<file path="config.mk">
export PLATFORM = sky130hd
export DESIGN_NAME = regulator_fault_response
export DESIGN_NICKNAME = d
export VERILOG_FILES = /design/src/rtl/regulator_fault_response.v
export VERILOG_INCLUDE_DIRS = /design/src /design/src/rtl
export SDC_FILE = /design/constraint.sdc
export NUM_CORES = 2
export LEC_CHECK = 0
export BUFFER_PORTS_ARGS = -buffer_cell sky130_fd_sc_hd__buf_2
export CAP_MARGIN = 25
export CORE_ASPECT_RATIO = 0.8
export CORE_MARGIN = 3
export CORE_UTILIZATION = 55
export CTS_CLUSTER_DIAMETER = 30
export DETAILED_ROUTE_END_ITERATION = 12
export GPL_ROUTABILITY_DRIVEN = 0
export HOLD_SLACK_MARGIN = 0.03
export PLACE_DENSITY = 0.83
export REMOVE_ABC_BUFFERS = 1
export SLEW_MARGIN = 30
export SYNTH_ARGS = -nofsm -noshare
export SYNTH_HDL_FRONTEND = slang
export SYNTH_SLANG_ARGS = --single-unit
</file>
<file path="constraint.sdc">
create_clock -name core_clk_in -period 3 [get_ports core_clk_in]
set_input_delay 0.15 -clock core_clk_in [delete_from_list [all_inputs] [get_ports core_clk_in]]
set_output_delay 0.15 -clock core_clk_in [all_outputs]
set_load 0.02 [all_outputs]
</file>
<file path="src/rtl/fault_resp_defs.vh">
`ifndef FAULT_RESP_DEFS_VH
`define FAULT_RESP_DEFS_VH
// Regulator count: seven buck, four linear (linear2 is index 8).
`define NUM_REG 11
`define NUM_BUCK 7
`define LIN2_IDX 8
// Clock rate in kHz for timing derivations.
`define CLK_KHZ 25000
// Times in microseconds.
`define CURRENT_LIMIT_FAULT_DB_US 16'h03e8
`define OVUV_PERSIST_US 16'h012c
`define REEN_WAIT_US 16'h01f4
`define PDD_1_US 16'h05dc
`define PDD_2_US 16'h1388
`define PDD_3_US 16'h2710
// One microsecond tick derived from the clock.
`define TICK_CYC (`CLK_KHZ / 1000)
// Debounce selector codes for OV/UV, in microseconds per code.
`define DB_SEL_0_US 16'h0000
`define DB_SEL_1_US 16'h000a
`define DB_SEL_2_US 16'h0032
`define DB_SEL_3_US 16'h0064
// Reset values.
`define PDD_SEL_RST 2'h0
`define FAULT_LIMIT_RST 4'h0
`endif

</file>
<file path="src/rtl/regulator_fault_response.v">
`timescale 1ns/1ps
`include "fault_resp_defs.vh"
// Functional notes
// - Power-on input is masked from power-down start until the delay expires.
// - Delay selector codes 00,01,10,11 give 0, 1.5, 5.0 and 10 ms.
// - Delay selector defaults to 00 when nothing is programmed.
// - Monitor current-limit, overvoltage, undervoltage per regulator in active states.
// - Unmasked fault events pull the active-low interrupt output.
// - Fault configuration returns to defaults after each power-up; host reprograms.
// - Per-fault keep-on bit: 0 disables regulator on that fault, 1 keeps on.
// - Current limit counts after 1.0 ms persistence; disable happens immediately.
// - Over/undervoltage debounced by selector; disable after 300 us further persistence.
// - Re-enable bit 0 keeps regulator off; 1 restores prior state.
// - Restore 500 us after fault clears; current limit adds 1.0 ms clear debounce.
// - Linear2 on hardware pin obeys its re-enable bit regardless of pin.
// - Writing linear2 software enable releases its latched fault disable.
// - On each fault event, increment counter unless it equals the limit; events in the same cycle add one in total.
// - A further event while the counter sits at the limit starts a power-down sequence.
// - A limit of zero disables counter-triggered power-down.
module regulator_fault_response (
  input wire core_clk_in,
  input wire rst_n_in,
  input wire power_on_input_in,
  input wire powerdown_start_in,
  input wire powerdown_done_in,
  input wire powerup_done_in,
  input wire monitor_active_in,
  input wire [1:0] post_powerdown_delay_sel_in,
  input wire [10:0] reg_enable_req_in,
  input wire [10:0] current_limit_fault_in,
  input wire [10:0] overvoltage_in,
  input wire [10:0] undervoltage_in,
  input wire [10:0] fault_mask_in,
  input wire [6:0] buck_currentlimit_keep_on_in,
  input wire [6:0] buck_overvoltage_keep_on_in,
  input wire [6:0] buck_undervoltage_keep_on_in,
  input wire [3:0] linear_currentlimit_keep_on_in,
  input wire [3:0] linear_overvoltage_keep_on_in,
  input wire [3:0] linear_undervoltage_keep_on_in,
  input wire [6:0] buck_fault_reenable_in,
  input wire [3:0] linear_fault_reenable_in,
  input wire cfg_write_in,
  input wire [1:0] overvoltage_debounce_sel_in,
  input wire [1:0] undervoltage_debounce_sel_in,
  input wire linear2_hw_enable_pin_in,
  input wire linear2_hw_mode_in,
  input wire linear2_sw_enable_write_in,
  input wire [3:0] fault_count_limit_in,
  input wire fault_count_clear_in,
  output wire [10:0] reg_enable_out,
  output reg [10:0] fault_status_out,
  output wire interrupt_out_n,
  output reg [3:0] global_fault_count_out,
  output reg fault_powerdown_req_out,
  output wire power_on_gated_out,
  output reg power_on_masked_out
);

  localparam NR = `NUM_REG;
  localparam TICK = `TICK_CYC;
  localparam [15:0] CURRENT_LIMIT_FAULT_US = `CURRENT_LIMIT_FAULT_DB_US;
  localparam [15:0] PERS_US = `OVUV_PERSIST_US;
  localparam [15:0] REEN_US = `REEN_WAIT_US;
  localparam [1:0] PD_IDLE = 2'h0;
  localparam [1:0] PD_SEQ = 2'h1;
  localparam [1:0] PD_WAIT = 2'h2;

  // Delay selector to microseconds.
  function [15:0] pdd_us;
    input [1:0] sel;
    begin
      case (sel)
        2'h1: pdd_us = `PDD_1_US;
        2'h2: pdd_us = `PDD_2_US;
        2'h3: pdd_us = `PDD_3_US;
        default: pdd_us = 16'h0000;
      endcase
    end
  endfunction

  // Debounce selector to microseconds, shared by both voltage monitors.
  function [15:0] db_us;
    input [1:0] sel;
    begin
      case (sel)
        2'h1: db_us = `DB_SEL_1_US;
        2'h2: db_us = `DB_SEL_2_US;
        2'h3: db_us = `DB_SEL_3_US;
        default: db_us = `DB_SEL_0_US;
      endcase
    end
  endfunction

  // Pin and fault inputs come from the analog side, so synchronise them.
  reg [34:0] sync1_reg;
  reg [34:0] sync2_reg;
  always @(posedge core_clk_in or negedge rst_n_in) begin
    if (!rst_n_in) begin
      sync1_reg <= 35'h000000000;
      sync2_reg <= 35'h000000000;
    end else begin
      sync1_reg <= {linear2_hw_enable_pin_in, power_on_input_in,
                    undervoltage_in, overvoltage_in, current_limit_fault_in};
      sync2_reg <= sync1_reg;
    end
  end
  wire [10:0] current_limit_fault_s = sync2_reg[10:0];
  wire [10:0] ov_s = sync2_reg[21:11];
  wire [10:0] uv_s = sync2_reg[32:22];
  wire power_on_input_s = sync2_reg[33];
  wire l2pin_s = sync2_reg[34];

  // One microsecond timebase shared by every interval counter.
  reg [4:0] pre_reg;
  wire tick = (pre_reg == TICK - 1);
  always @(posedge core_clk_in or negedge rst_n_in) begin
    if (!rst_n_in)
      pre_reg <= 5'h00;
    else if (tick)
      pre_reg <= 5'h00;
    else
      pre_reg <= pre_reg + 5'h01;
  end

  wire [NR-1:0] keep_il = {linear_currentlimit_keep_on_in,
                           buck_currentlimit_keep_on_in};
  wire [NR-1:0] keep_ov = {linear_overvoltage_keep_on_in,
                           buck_overvoltage_keep_on_in};
  wire [NR-1:0] keep_uv = {linear_undervoltage_keep_on_in,
                           buck_undervoltage_keep_on_in};
  wire [NR-1:0] reen = {linear_fault_reenable_in, buck_fault_reenable_in};
  wire [15:0] overvoltage_debounce_sel = db_us(overvoltage_debounce_sel_in);
  wire [15:0] undervoltage_debounce_sel = db_us(undervoltage_debounce_sel_in);

  // Per-regulator debounce, persistence and recovery counters.
  reg [15:0] il_cnt_reg [0:NR-1];
  reg [15:0] ov_cnt_reg [0:NR-1];
  reg [15:0] uv_cnt_reg [0:NR-1];
  reg [15:0] rec_cnt_reg [0:NR-1];
  reg [NR-1:0] il_det_reg;
  reg [NR-1:0] off_reg;
  reg [NR-1:0] latched_reg;
  reg [NR-1:0] ev_pulse_reg;
  wire [NR-1:0] ov_det;
  wire [NR-1:0] uv_det;
  wire [NR-1:0] ov_trip;
  wire [NR-1:0] uv_trip;

  genvar g;
  generate
    for (g = 0; g < NR; g = g + 1) begin : chan
      // Detection means the filtered condition has held past its debounce.
      assign ov_det[g] = ov_s[g] && (ov_cnt_reg[g] >= overvoltage_debounce_sel);
      assign uv_det[g] = uv_s[g] && (uv_cnt_reg[g] >= undervoltage_debounce_sel);
      assign ov_trip[g] = ov_s[g] && (ov_cnt_reg[g] >= overvoltage_debounce_sel + PERS_US);
      assign uv_trip[g] = uv_s[g] && (uv_cnt_reg[g] >= undervoltage_debounce_sel + PERS_US);

      wire any_det = il_det_reg[g] | ov_det[g] | uv_det[g];
      wire trip = monitor_active_in & (
        (il_det_reg[g] & ~keep_il[g]) |
        (ov_trip[g] & ~keep_ov[g]) |
        (uv_trip[g] & ~keep_uv[g]));
      // Linear2 on hardware pin is released by a software enable write.
      wire l2_rel = (g == `LIN2_IDX) && linear2_sw_enable_write_in;
      // A host toggle of the enable request clears a latched disable.
      wire host_rel = !reg_enable_req_in[g];

      always @(posedge core_clk_in or negedge rst_n_in) begin
        if (!rst_n_in) begin
          il_cnt_reg[g] <= 16'h0000;
          ov_cnt_reg[g] <= 16'h0000;
          uv_cnt_reg[g] <= 16'h0000;
          rec_cnt_reg[g] <= 16'h0000;
          il_det_reg[g] <= 1'b0;
          off_reg[g] <= 1'b0;
          latched_reg[g] <= 1'b0;
          ev_pulse_reg[g] <= 1'b0;
        end else begin
          ev_pulse_reg[g] <= 1'b0;
          // Current limit debounce both on set and on clear.
          if (current_limit_fault_s[g] != il_det_reg[g]) begin
            if (tick)
              il_cnt_reg[g] <= il_cnt_reg[g] + 16'h0001;
            if (il_cnt_reg[g] >= CURRENT_LIMIT_FAULT_US) begin
              il_det_reg[g] <= current_limit_fault_s[g];
              il_cnt_reg[g] <= 16'h0000;
              if (current_limit_fault_s[g] && monitor_active_in)
                ev_pulse_reg[g] <= 1'b1;
            end
          end else
            il_cnt_reg[g] <= 16'h0000;
          // Voltage monitors count held time, saturating.
          if (!ov_s[g])
            ov_cnt_reg[g] <= 16'h0000;
          else if (tick && ov_cnt_reg[g] != 16'hffff)
            ov_cnt_reg[g] <= ov_cnt_reg[g] + 16'h0001;
          if (!uv_s[g])
            uv_cnt_reg[g] <= 16'h0000;
          else if (tick && uv_cnt_reg[g] != 16'hffff)
            uv_cnt_reg[g] <= uv_cnt_reg[g] + 16'h0001;
          if (monitor_active_in && tick && ((ov_s[g] &&
              ov_cnt_reg[g] == overvoltage_debounce_sel) || (uv_s[g] && uv_cnt_reg[g] == undervoltage_debounce_sel)))
            ev_pulse_reg[g] <= 1'b1;
          // Disable and recovery.
          if (trip) begin
            off_reg[g] <= 1'b1;
            latched_reg[g] <= ~reen[g];
            rec_cnt_reg[g] <= 16'h0000;
          end else if (off_reg[g] && !any_det) begin
            if (latched_reg[g]) begin
              if (host_rel || l2_rel) begin
                off_reg[g] <= 1'b0;
                latched_reg[g] <= 1'b0;
              end
            end else if (rec_cnt_reg[g] >= REEN_US) begin
              off_reg[g] <= 1'b0;
              rec_cnt_reg[g] <= 16'h0000;
            end else if (tick)
              rec_cnt_reg[g] <= rec_cnt_reg[g] + 16'h0001;
          end else
            rec_cnt_reg[g] <= 16'h0000;
        end
      end
    end
  endgenerate

  // Linear2 may follow its hardware pin; fault gating still applies.
  wire [NR-1:0] req_eff = linear2_hw_mode_in ?
    (reg_enable_req_in & ~(11'h001 << `LIN2_IDX)) |
    ({10'h000, l2pin_s} << `LIN2_IDX) : reg_enable_req_in;
  assign reg_enable_out = req_eff & ~off_reg;

  // Sticky status, events win over host clear; cleared after power-up.
  always @(posedge core_clk_in or negedge rst_n_in) begin
    if (!rst_n_in)
      fault_status_out <= 11'h000;
    else if (powerup_done_in)
      fault_status_out <= ev_pulse_reg;
    else if (fault_count_clear_in)
      fault_status_out <= ev_pulse_reg;
    else
      fault_status_out <= fault_status_out | ev_pulse_reg;
  end
  assign interrupt_out_n = ~|(fault_status_out & ~fault_mask_in);

  // Global fault counter and limit-triggered power-down.
  reg [3:0] limit_reg;
  always @(posedge core_clk_in or negedge rst_n_in) begin
    if (!rst_n_in) begin
      global_fault_count_out <= 4'h0;
      limit_reg <= `FAULT_LIMIT_RST;
      fault_powerdown_req_out <= 1'b0;
    end else begin
      fault_powerdown_req_out <= 1'b0;
      if (powerup_done_in)
        limit_reg <= `FAULT_LIMIT_RST;
      else if (cfg_write_in)
        limit_reg <= fault_count_limit_in;
      if (|ev_pulse_reg && global_fault_count_out != limit_reg)
        global_fault_count_out <= global_fault_count_out + 4'h1;
      else if (fault_count_clear_in)
        global_fault_count_out <= 4'h0;
      if (|ev_pulse_reg && limit_reg != 4'h0 &&
          global_fault_count_out == limit_reg)
        fault_powerdown_req_out <= 1'b1;
    end
  end

  // Power-down masking of the power-on input.
  reg [1:0] pd_state_reg;
  reg [1:0] pd_sel_reg;
  reg [15:0] pd_cnt_reg;
  always @(posedge core_clk_in or negedge rst_n_in) begin
    if (!rst_n_in)
      pd_sel_reg <= `PDD_SEL_RST;
    else
      pd_sel_reg <= post_powerdown_delay_sel_in;
  end

  always @(posedge core_clk_in or negedge rst_n_in) begin
    if (!rst_n_in) begin
      pd_state_reg <= PD_IDLE;
      pd_cnt_reg <= 16'h0000;
      power_on_masked_out <= 1'b0;
    end else begin
      case (pd_state_reg)
        PD_IDLE: begin
          if (powerdown_start_in || fault_powerdown_req_out) begin
            pd_state_reg <= PD_SEQ;
            power_on_masked_out <= 1'b1;
          end
        end
        PD_SEQ: begin
          pd_cnt_reg <= 16'h0000;
          if (powerdown_done_in)
            pd_state_reg <= PD_WAIT;
        end
        PD_WAIT: begin
          if (pd_cnt_reg >= pdd_us(pd_sel_reg)) begin
            pd_state_reg <= PD_IDLE;
            power_on_masked_out <= 1'b0;
          end else if (tick)
            pd_cnt_reg <= pd_cnt_reg + 16'h0001;
        end
        default: begin
          pd_state_reg <= PD_IDLE;
          power_on_masked_out <= 1'b0;
        end
      endcase
    end
  end
  assign power_on_gated_out = power_on_input_s & ~power_on_masked_out;

endmodule // regulator_fault_response

</file>
======== Word-level counts from Yosys, hierarchy flattened ========
Index checks and enable logic that the tools add are counted.
storage, ports and cells
  register bits after elaboration ......... 864
  input bits .............................. 121
  output and inout port bits .............. 30
  logic and storage cells ................. 1010
operators by class
  $add $sub $neg .......................... 49
  magnitude comparators ................... 67
  equality and inequality tests ........... 140
  muxes and demuxes ....................... 298
  bitwise logic cells ..................... 141
  reduce and logical (&&, ||, !) cells .... 216
operators with widths
  operator               count
  $mux 16                135
  $add 16x1->16 const B  45
  $ge 16x16->1           45
  $eq 16x16->1           22
  $ne 16x16->1 const B   22
  $ge 16x10->1 const B   11
  $ge 16x9->1 const B    11
  $mux 1                 146
  $logic_and 1x1->1      125
  $ne 3x2->1 const B     21
  $not 1->1              46
  $and 1x1->1            45
  $ne 2x1->1 const B     22
  $ne 4x3->1 const B     11
  $or 1x1->1             44
  $reduce_and 2->1       22
  $pmux 14 s3            1
  $pmux 7 s3             2
  $reduce_and 3->1       14
  $mux 11                3
  $ne 3x3->1 const B     11
  $reduce_bool 3->1      11
  $add 16x9->16 const B  2
  $pmux 16 s2            1
  25 further kinds       93

======== Depth between registers and ports, before layout ========
  depth after elaboration ................. 11
  gate-level depth with buffers ........... 13
  mapped depth without buffers ............ 13

======== Worst setup path after synthesis ========
OpenSTA, ideal clock, no wires.
  path kind ............................... input to register
  start point ............................. input port overvoltage_debounce_sel_in[0]
  end point ............................... register rec_cnt_reg[3] (netlist bit)
  library setup time ...................... 67 ps
  data arrival time ....................... 3229 ps
  required time ........................... 2933 ps
  slack ................................... -295 ps
  cell stages on the path ................. 10
  buffers on the path ..................... 0
  cells stage by stage .................... ha_1 > nor2_1 > ha_1 > and4b_1 > and4_1 > o41ai_1 > nand4_1 > nor3_1 > or4b_2 > nand2_1
between the ends
  word-level cells in the longest chain between the ends .. 11
  elaborated cells between the ends (all ways) .. 22
  those cells by class .................... add/sub (1); order compare (2); eq/ne (5); mux (3); bitwise (6); reduce/logical (5)
ends and longest elaborated chain
  element                                                           RTL line                        RTL
  start: declaration                                                regulator_fault_response.v:43   input wire [1:0] overvoltage_debounce_sel_in,
  $eq 2x2->1 / $eq 2x1->1 (equally long branches)                   regulator_fault_response.v:85   case (sel)
  $pmux 7 s3 *                                                      regulator_fault_response.v:85
  $add 16x9->16                                                     regulator_fault_response.v:155  assign ov_trip[g] = ov_s[g] && (ov_cnt_reg[g] >= overvoltage_debounce_sel + PERS_US);
  $ge 16x16->1                                                      regulator_fault_response.v:155
  $logic_and 1x1->1                                                 regulator_fault_response.v:155
  $and 1x1->1                                                       regulator_fault_response.v:161  (ov_trip[g] & ~keep_ov[g]) |
  $or 1x1->1                                                        regulator_fault_response.v:160  (il_det_reg[g] & ~keep_il[g]) |
  $or 1x1->1                                                        regulator_fault_response.v:161
  $and 1x1->1                                                       regulator_fault_response.v:159  wire trip = monitor_active_in & (
  $ne 4x3->1 (no source line) / $ne 3x3->1 (equally long branches)  -
  $reduce_and 2->1 (no source line)                                 -
  end signal: indexed assignment                                    regulator_fault_response.v:219  rec_cnt_reg[g] <= rec_cnt_reg[g] + 16'h0001;
  end: declaration                                                  regulator_fault_response.v:139  reg [15:0] rec_cnt_reg [0:NR-1];
Every way passes the cells marked *; elsewhere a longest branch is shown, timed or not.
A chain may end at the register's enable or synchronous reset.

======== Worst setup path after layout ========
  start point ............................. register ov_cnt_reg[170] (netlist bit)
  end point ............................... register latched_reg[0]
between the ends
  word-level cells in the longest chain between the ends .. 7
  elaborated cells between the ends (all ways) .. 14
  those cells by class .................... order compare (2); mux (1); bitwise (6); reduce/logical (5)
ends and longest elaborated chain
  element                                                  RTL line                                                        RTL
  start: declaration                                       regulator_fault_response.v:137                                  reg [15:0] ov_cnt_reg [0:NR-1];
  start signal: indexed assignment                         regulator_fault_response.v:196                                  ov_cnt_reg[g] <= ov_cnt_reg[g] + 16'h0001;
  $ge 16x16->1, on equally long branches                   regulator_fault_response.v:155, regulator_fault_response.v:153
  $logic_and 1x1->1, on equally long branches              regulator_fault_response.v:155, regulator_fault_response.v:153
  $and 1x1->1 / $or 1x1->1 (equally long branches)         regulator_fault_response.v:161, regulator_fault_response.v:158
  $or 1x1->1, on equally long branches                     regulator_fault_response.v:160, regulator_fault_response.v:158
  $or 1x1->1 / $logic_not 1->1 (equally long branches)     regulator_fault_response.v:161, regulator_fault_response.v:209
  $and 1x1->1 / $logic_and 1x1->1 (equally long branches)  regulator_fault_response.v:159, regulator_fault_response.v:209
  $mux 1 / $reduce_bool 2->1 (equally long branches)       -
  end signal: indexed assignment                           regulator_fault_response.v:207                                  latched_reg[g] <= ~reen[g];
  end: declaration                                         regulator_fault_response.v:142                                  reg [NR-1:0] latched_reg;
Parallel ways exist; a longest one is shown, timed or not.

==> impl_results.md <==
* Portion of synthesized cell area occupied by the leading cell type at around 46%
* CTS tree: built
* Worst hold margin at 0.0359 ns
* Initial DRC Count at 3568
* Cell Count Post-Placement at around 6.3k
* Area added between synthesis and finish at 21.5%
* Combined global-route utilization of all metal layers at 28.2%
* Deepest level of the CTS H-tree at 4
* Most frequently used cell type in the post-synthesis netlist: sky130_fd_sc_hd__dfrtp_1
* Result of the run: finished, final reports clean
* Synth async-reset ratio at between 90% and 100%
* Standard-cell row count at 95
* Cells after Synth at 4893
* Summed instance area of the synthesized netlist at approximately 0.047 mm^2
* Initial antenna violation count at 9
* Kind of critical path: flop to flop
* Worst flop-to-flop path startpoint: ov_cnt_reg[170]
* Routed via count at 40.1k
* Residual DRC at 0
* Worst slew slack as a fraction of its limit at between 20% and 30%
* Distinct cell type count of the synthesized netlist at 88
* Final wirelength at 127000 um
* Cell depth of the worst hold path at 5
* Floorplan die area at approximately 0.089 mm^2
* Vias/cell at 6.00
* Hold crit path type: input port to flop
* Post-route clock period utilization at 99.9%
* Max cap viols at 0
* Number of global-route vias before repair at 40.4k
* Warnings from Yosys at 0
* Die extent in y at 268 um
* Worst hold start: buck_currentlimit_keep_on_in[5]
* Post-route insts no fill at 6686
* Max-slew violation count at 0
* Final-stage net count at 5916
* Clk Tree Root Cell: sky130_fd_sc_hd__clkbuf_16
* Worst endpoint data arrival time at 3.62 ns
* Mean instance size in the synthesized netlist at 9.63 um^2
* Most used flip-flop cell after synthesis: sky130_fd_sc_hd__dfrtp_1
* Layout Utilization at 67.9%
* Kind of capture point of the worst setup path: flop
* # fillers at 5961
* Count of state elements after synthesis at 864
* Area after DPL at 0.0510 mm^2
* Ranking of synthesized cells by area: sky130_fd_sc_hd__dfrtp_1, sky130_fd_sc_hd__ha_1, sky130_fd_sc_hd__xor2_1
* Average wire length per cell after detail routing at 19.0 um
* Cts bufs inserted at 146
* Register-to-register setup slack at 0.004 ns
* Boundary Pins at 151
* Worst slack at placement at -0.260 ns
* Final critical-path setup slack at 0.00442 ns
* GRT Residual Overflow at 0
* R2R cell count at 8
* Power, Total at approximately 33 mW
* Starting density of the core at 55.8%
* Summed area of non-filler cells in the final layout at 0.0573 mm^2
* Maximum vdd ir drop at 579 uV
* Total core area at 0.0844 mm^2
* Areal power density over the cells at 570 mW/mm^2
* Dpl hpwl at between 80000 and 90000 um
* Maximum clock rate at 0.334 GHz
* Worst-path clk slew at roughly 0.070 ns
* Critical path, cell by cell: or4_1, nor4_4, a41o_1, nand3_1, buf_4, o21ai_0, mux2i_1, dlygate4sd3_1
* Worst slew pin tran at 1.15 ns
* Final Hold Violating Endpoints at 0
* Capturing point of the worst reg2reg path: latched_reg[0]
* Clock sink total at 864
* First-pass GRT wire length at just over 200000 um
* List of most frequent post-synthesis cells: sky130_fd_sc_hd__dfrtp_1, sky130_fd_sc_hd__nor2_1, sky130_fd_sc_hd__nand2_1, sky130_fd_sc_hd__ha_1, sky130_fd_sc_hd__xor2_1
* Yosys top cell by area: sky130_fd_sc_hd__dfrtp_1
* Maximum single-stage delay on the critical path at 0.66 ns
* Die X at 333 um
* Fraction of layout cells with a size suffix above 1 at 12.3%
* Largest buffer count on any clock path at 3
* Port Buffers at 150
* Worst Path Max Fanout at 7
* Post-route antenna net violation count at 0
* Period minus WS final at 3.00 ns
* Worst Hold Path EP: latched_reg[5]
* Master of the slowest instance on the critical path: sky130_fd_sc_hd__or4_1
* Clk_lat worst skew at approximately 0.74 ns
* Leakage power total at 26.3 nW
* Setup crit start kind: flop
* Register area at 0.0216 mm^2
* Count of flip-flops with a built-in enable after synthesis at 0
* Required time at the endpoint of the critical path at about 3.6 ns
* Setup violation total in the final timing report at 0
* Worst clock skew at 0.0268 ns
* Sequential element share of the synthesized area at 45.9%
* Setup TNS at 0 ns
* First-pass iteration count of the detailed router at 6
* Pin count of the biggest net entering global routing at 137
* Multi-input combinational cell area at approximately 0.025 mm^2
## cell type report
cell class	count	area share, %
Multi-Input combinational cell	3751	42.9
Sequential cell	864	37.8
Clock buffer	170	6.88
Timing Repair Buffer	459	6.34
Tap cell	1115	2.44
Clock inverter	98	2.19
Inverter	222	1.46
Antenna cell	7	0.0306
## critical path: cells and delay by family (launching register included)
family | cells | cell delay (ns)
AND/OR/NAND/NOR | 3 | 1.12
buffers and inverters | 2 | 0.72
AO/OA/AOI/OAI | 2 | 0.48
flip-flops | 1 | 0.47
multiplexers | 1 | 0.09
## worst max-delay path by stage
stage | endpoint | slack [ns] | start
2_1_floorplan | ov_cnt_reg[60] | -1.97 | pre_reg[0]
3_3_place_gp | rec_cnt_reg[56] | -0.20 | overvoltage_debounce_sel_in[0]
3_5_place_dp | rec_cnt_reg[5] | -0.26 | overvoltage_debounce_sel_in[0]
4_1_cts | latched_reg[0] | 0.02 | ov_cnt_reg[170]
5_1_grt | latched_reg[0] | -0.16 | ov_cnt_reg[170]
6_report | latched_reg[0] | 0.004 | ov_cnt_reg[170]
## cells by family after synthesis
family	after synthesis	synth area share, %
adders and majority gates	354	9.38
xor gates and xnor gates	406	7.55
AOI/OAI and AO/OA	781	10.9
and+or+nand+nor	2103	22.7
muxes	41	0.890
buffers and inverters	343	2.74
other	1	0.00796
DFF	864	45.9
## power breakdown
part	internal (mW)	leakage (nW)	switching, mW
sequential	11.9	11.7	0.319
combinational	1.13	12.2	1.80
clock	11.1	2.51	6.37
total	24.2	26.3	8.49
## placed cells by master (no fill, tap or decap), types with 57 or more instances in the layout
cell type,count
sky130_fd_sc_hd__and2_1,137
sky130_fd_sc_hd__nor3_1,133
sky130_fd_sc_hd__ha_1,351
sky130_fd_sc_hd__a21oi_1,197
sky130_fd_sc_hd__or3_1,72
sky130_fd_sc_hd__nand4_1,166
sky130_fd_sc_hd__nor2b_1,65
sky130_fd_sc_hd__dfrtp_1,863
sky130_fd_sc_hd__nand2_1,362
sky130_fd_sc_hd__xnor2_1,154
sky130_fd_sc_hd__o21ai_0,171
sky130_fd_sc_hd__buf_4,189
sky130_fd_sc_hd__nand2b_1,57
sky130_fd_sc_hd__buf_2,149
sky130_fd_sc_hd__xor2_1,252
sky130_fd_sc_hd__conb_1,66
sky130_fd_sc_hd__nor4_1,64
sky130_fd_sc_hd__clkbuf_16,149
sky130_fd_sc_hd__inv_1,210
sky130_fd_sc_hd__dlygate4sd3_1,96
sky130_fd_sc_hd__and3_1,90
sky130_fd_sc_hd__nand3_1,205
sky130_fd_sc_hd__nor2_1,577
## repair_timing
item	4_1_cts	5_1_grt
resized for setup	0	19
hold buffers	98	0
endpoints found under the setup margin	0	36
endpoints found under the hold margin	753	0
setup buffers	0	0
## layer usage
layer  share of wire, %  GRT usage [%]  up-vias
li1                   -              -    18500
met1                 41           36.8    19500
met2                 46           45.2     1695
met3                8.6           6.74      422
met4                4.2           12.7        8
met5              0.043              0        -
No activity file was read; power rests on OpenSTA's default activity.
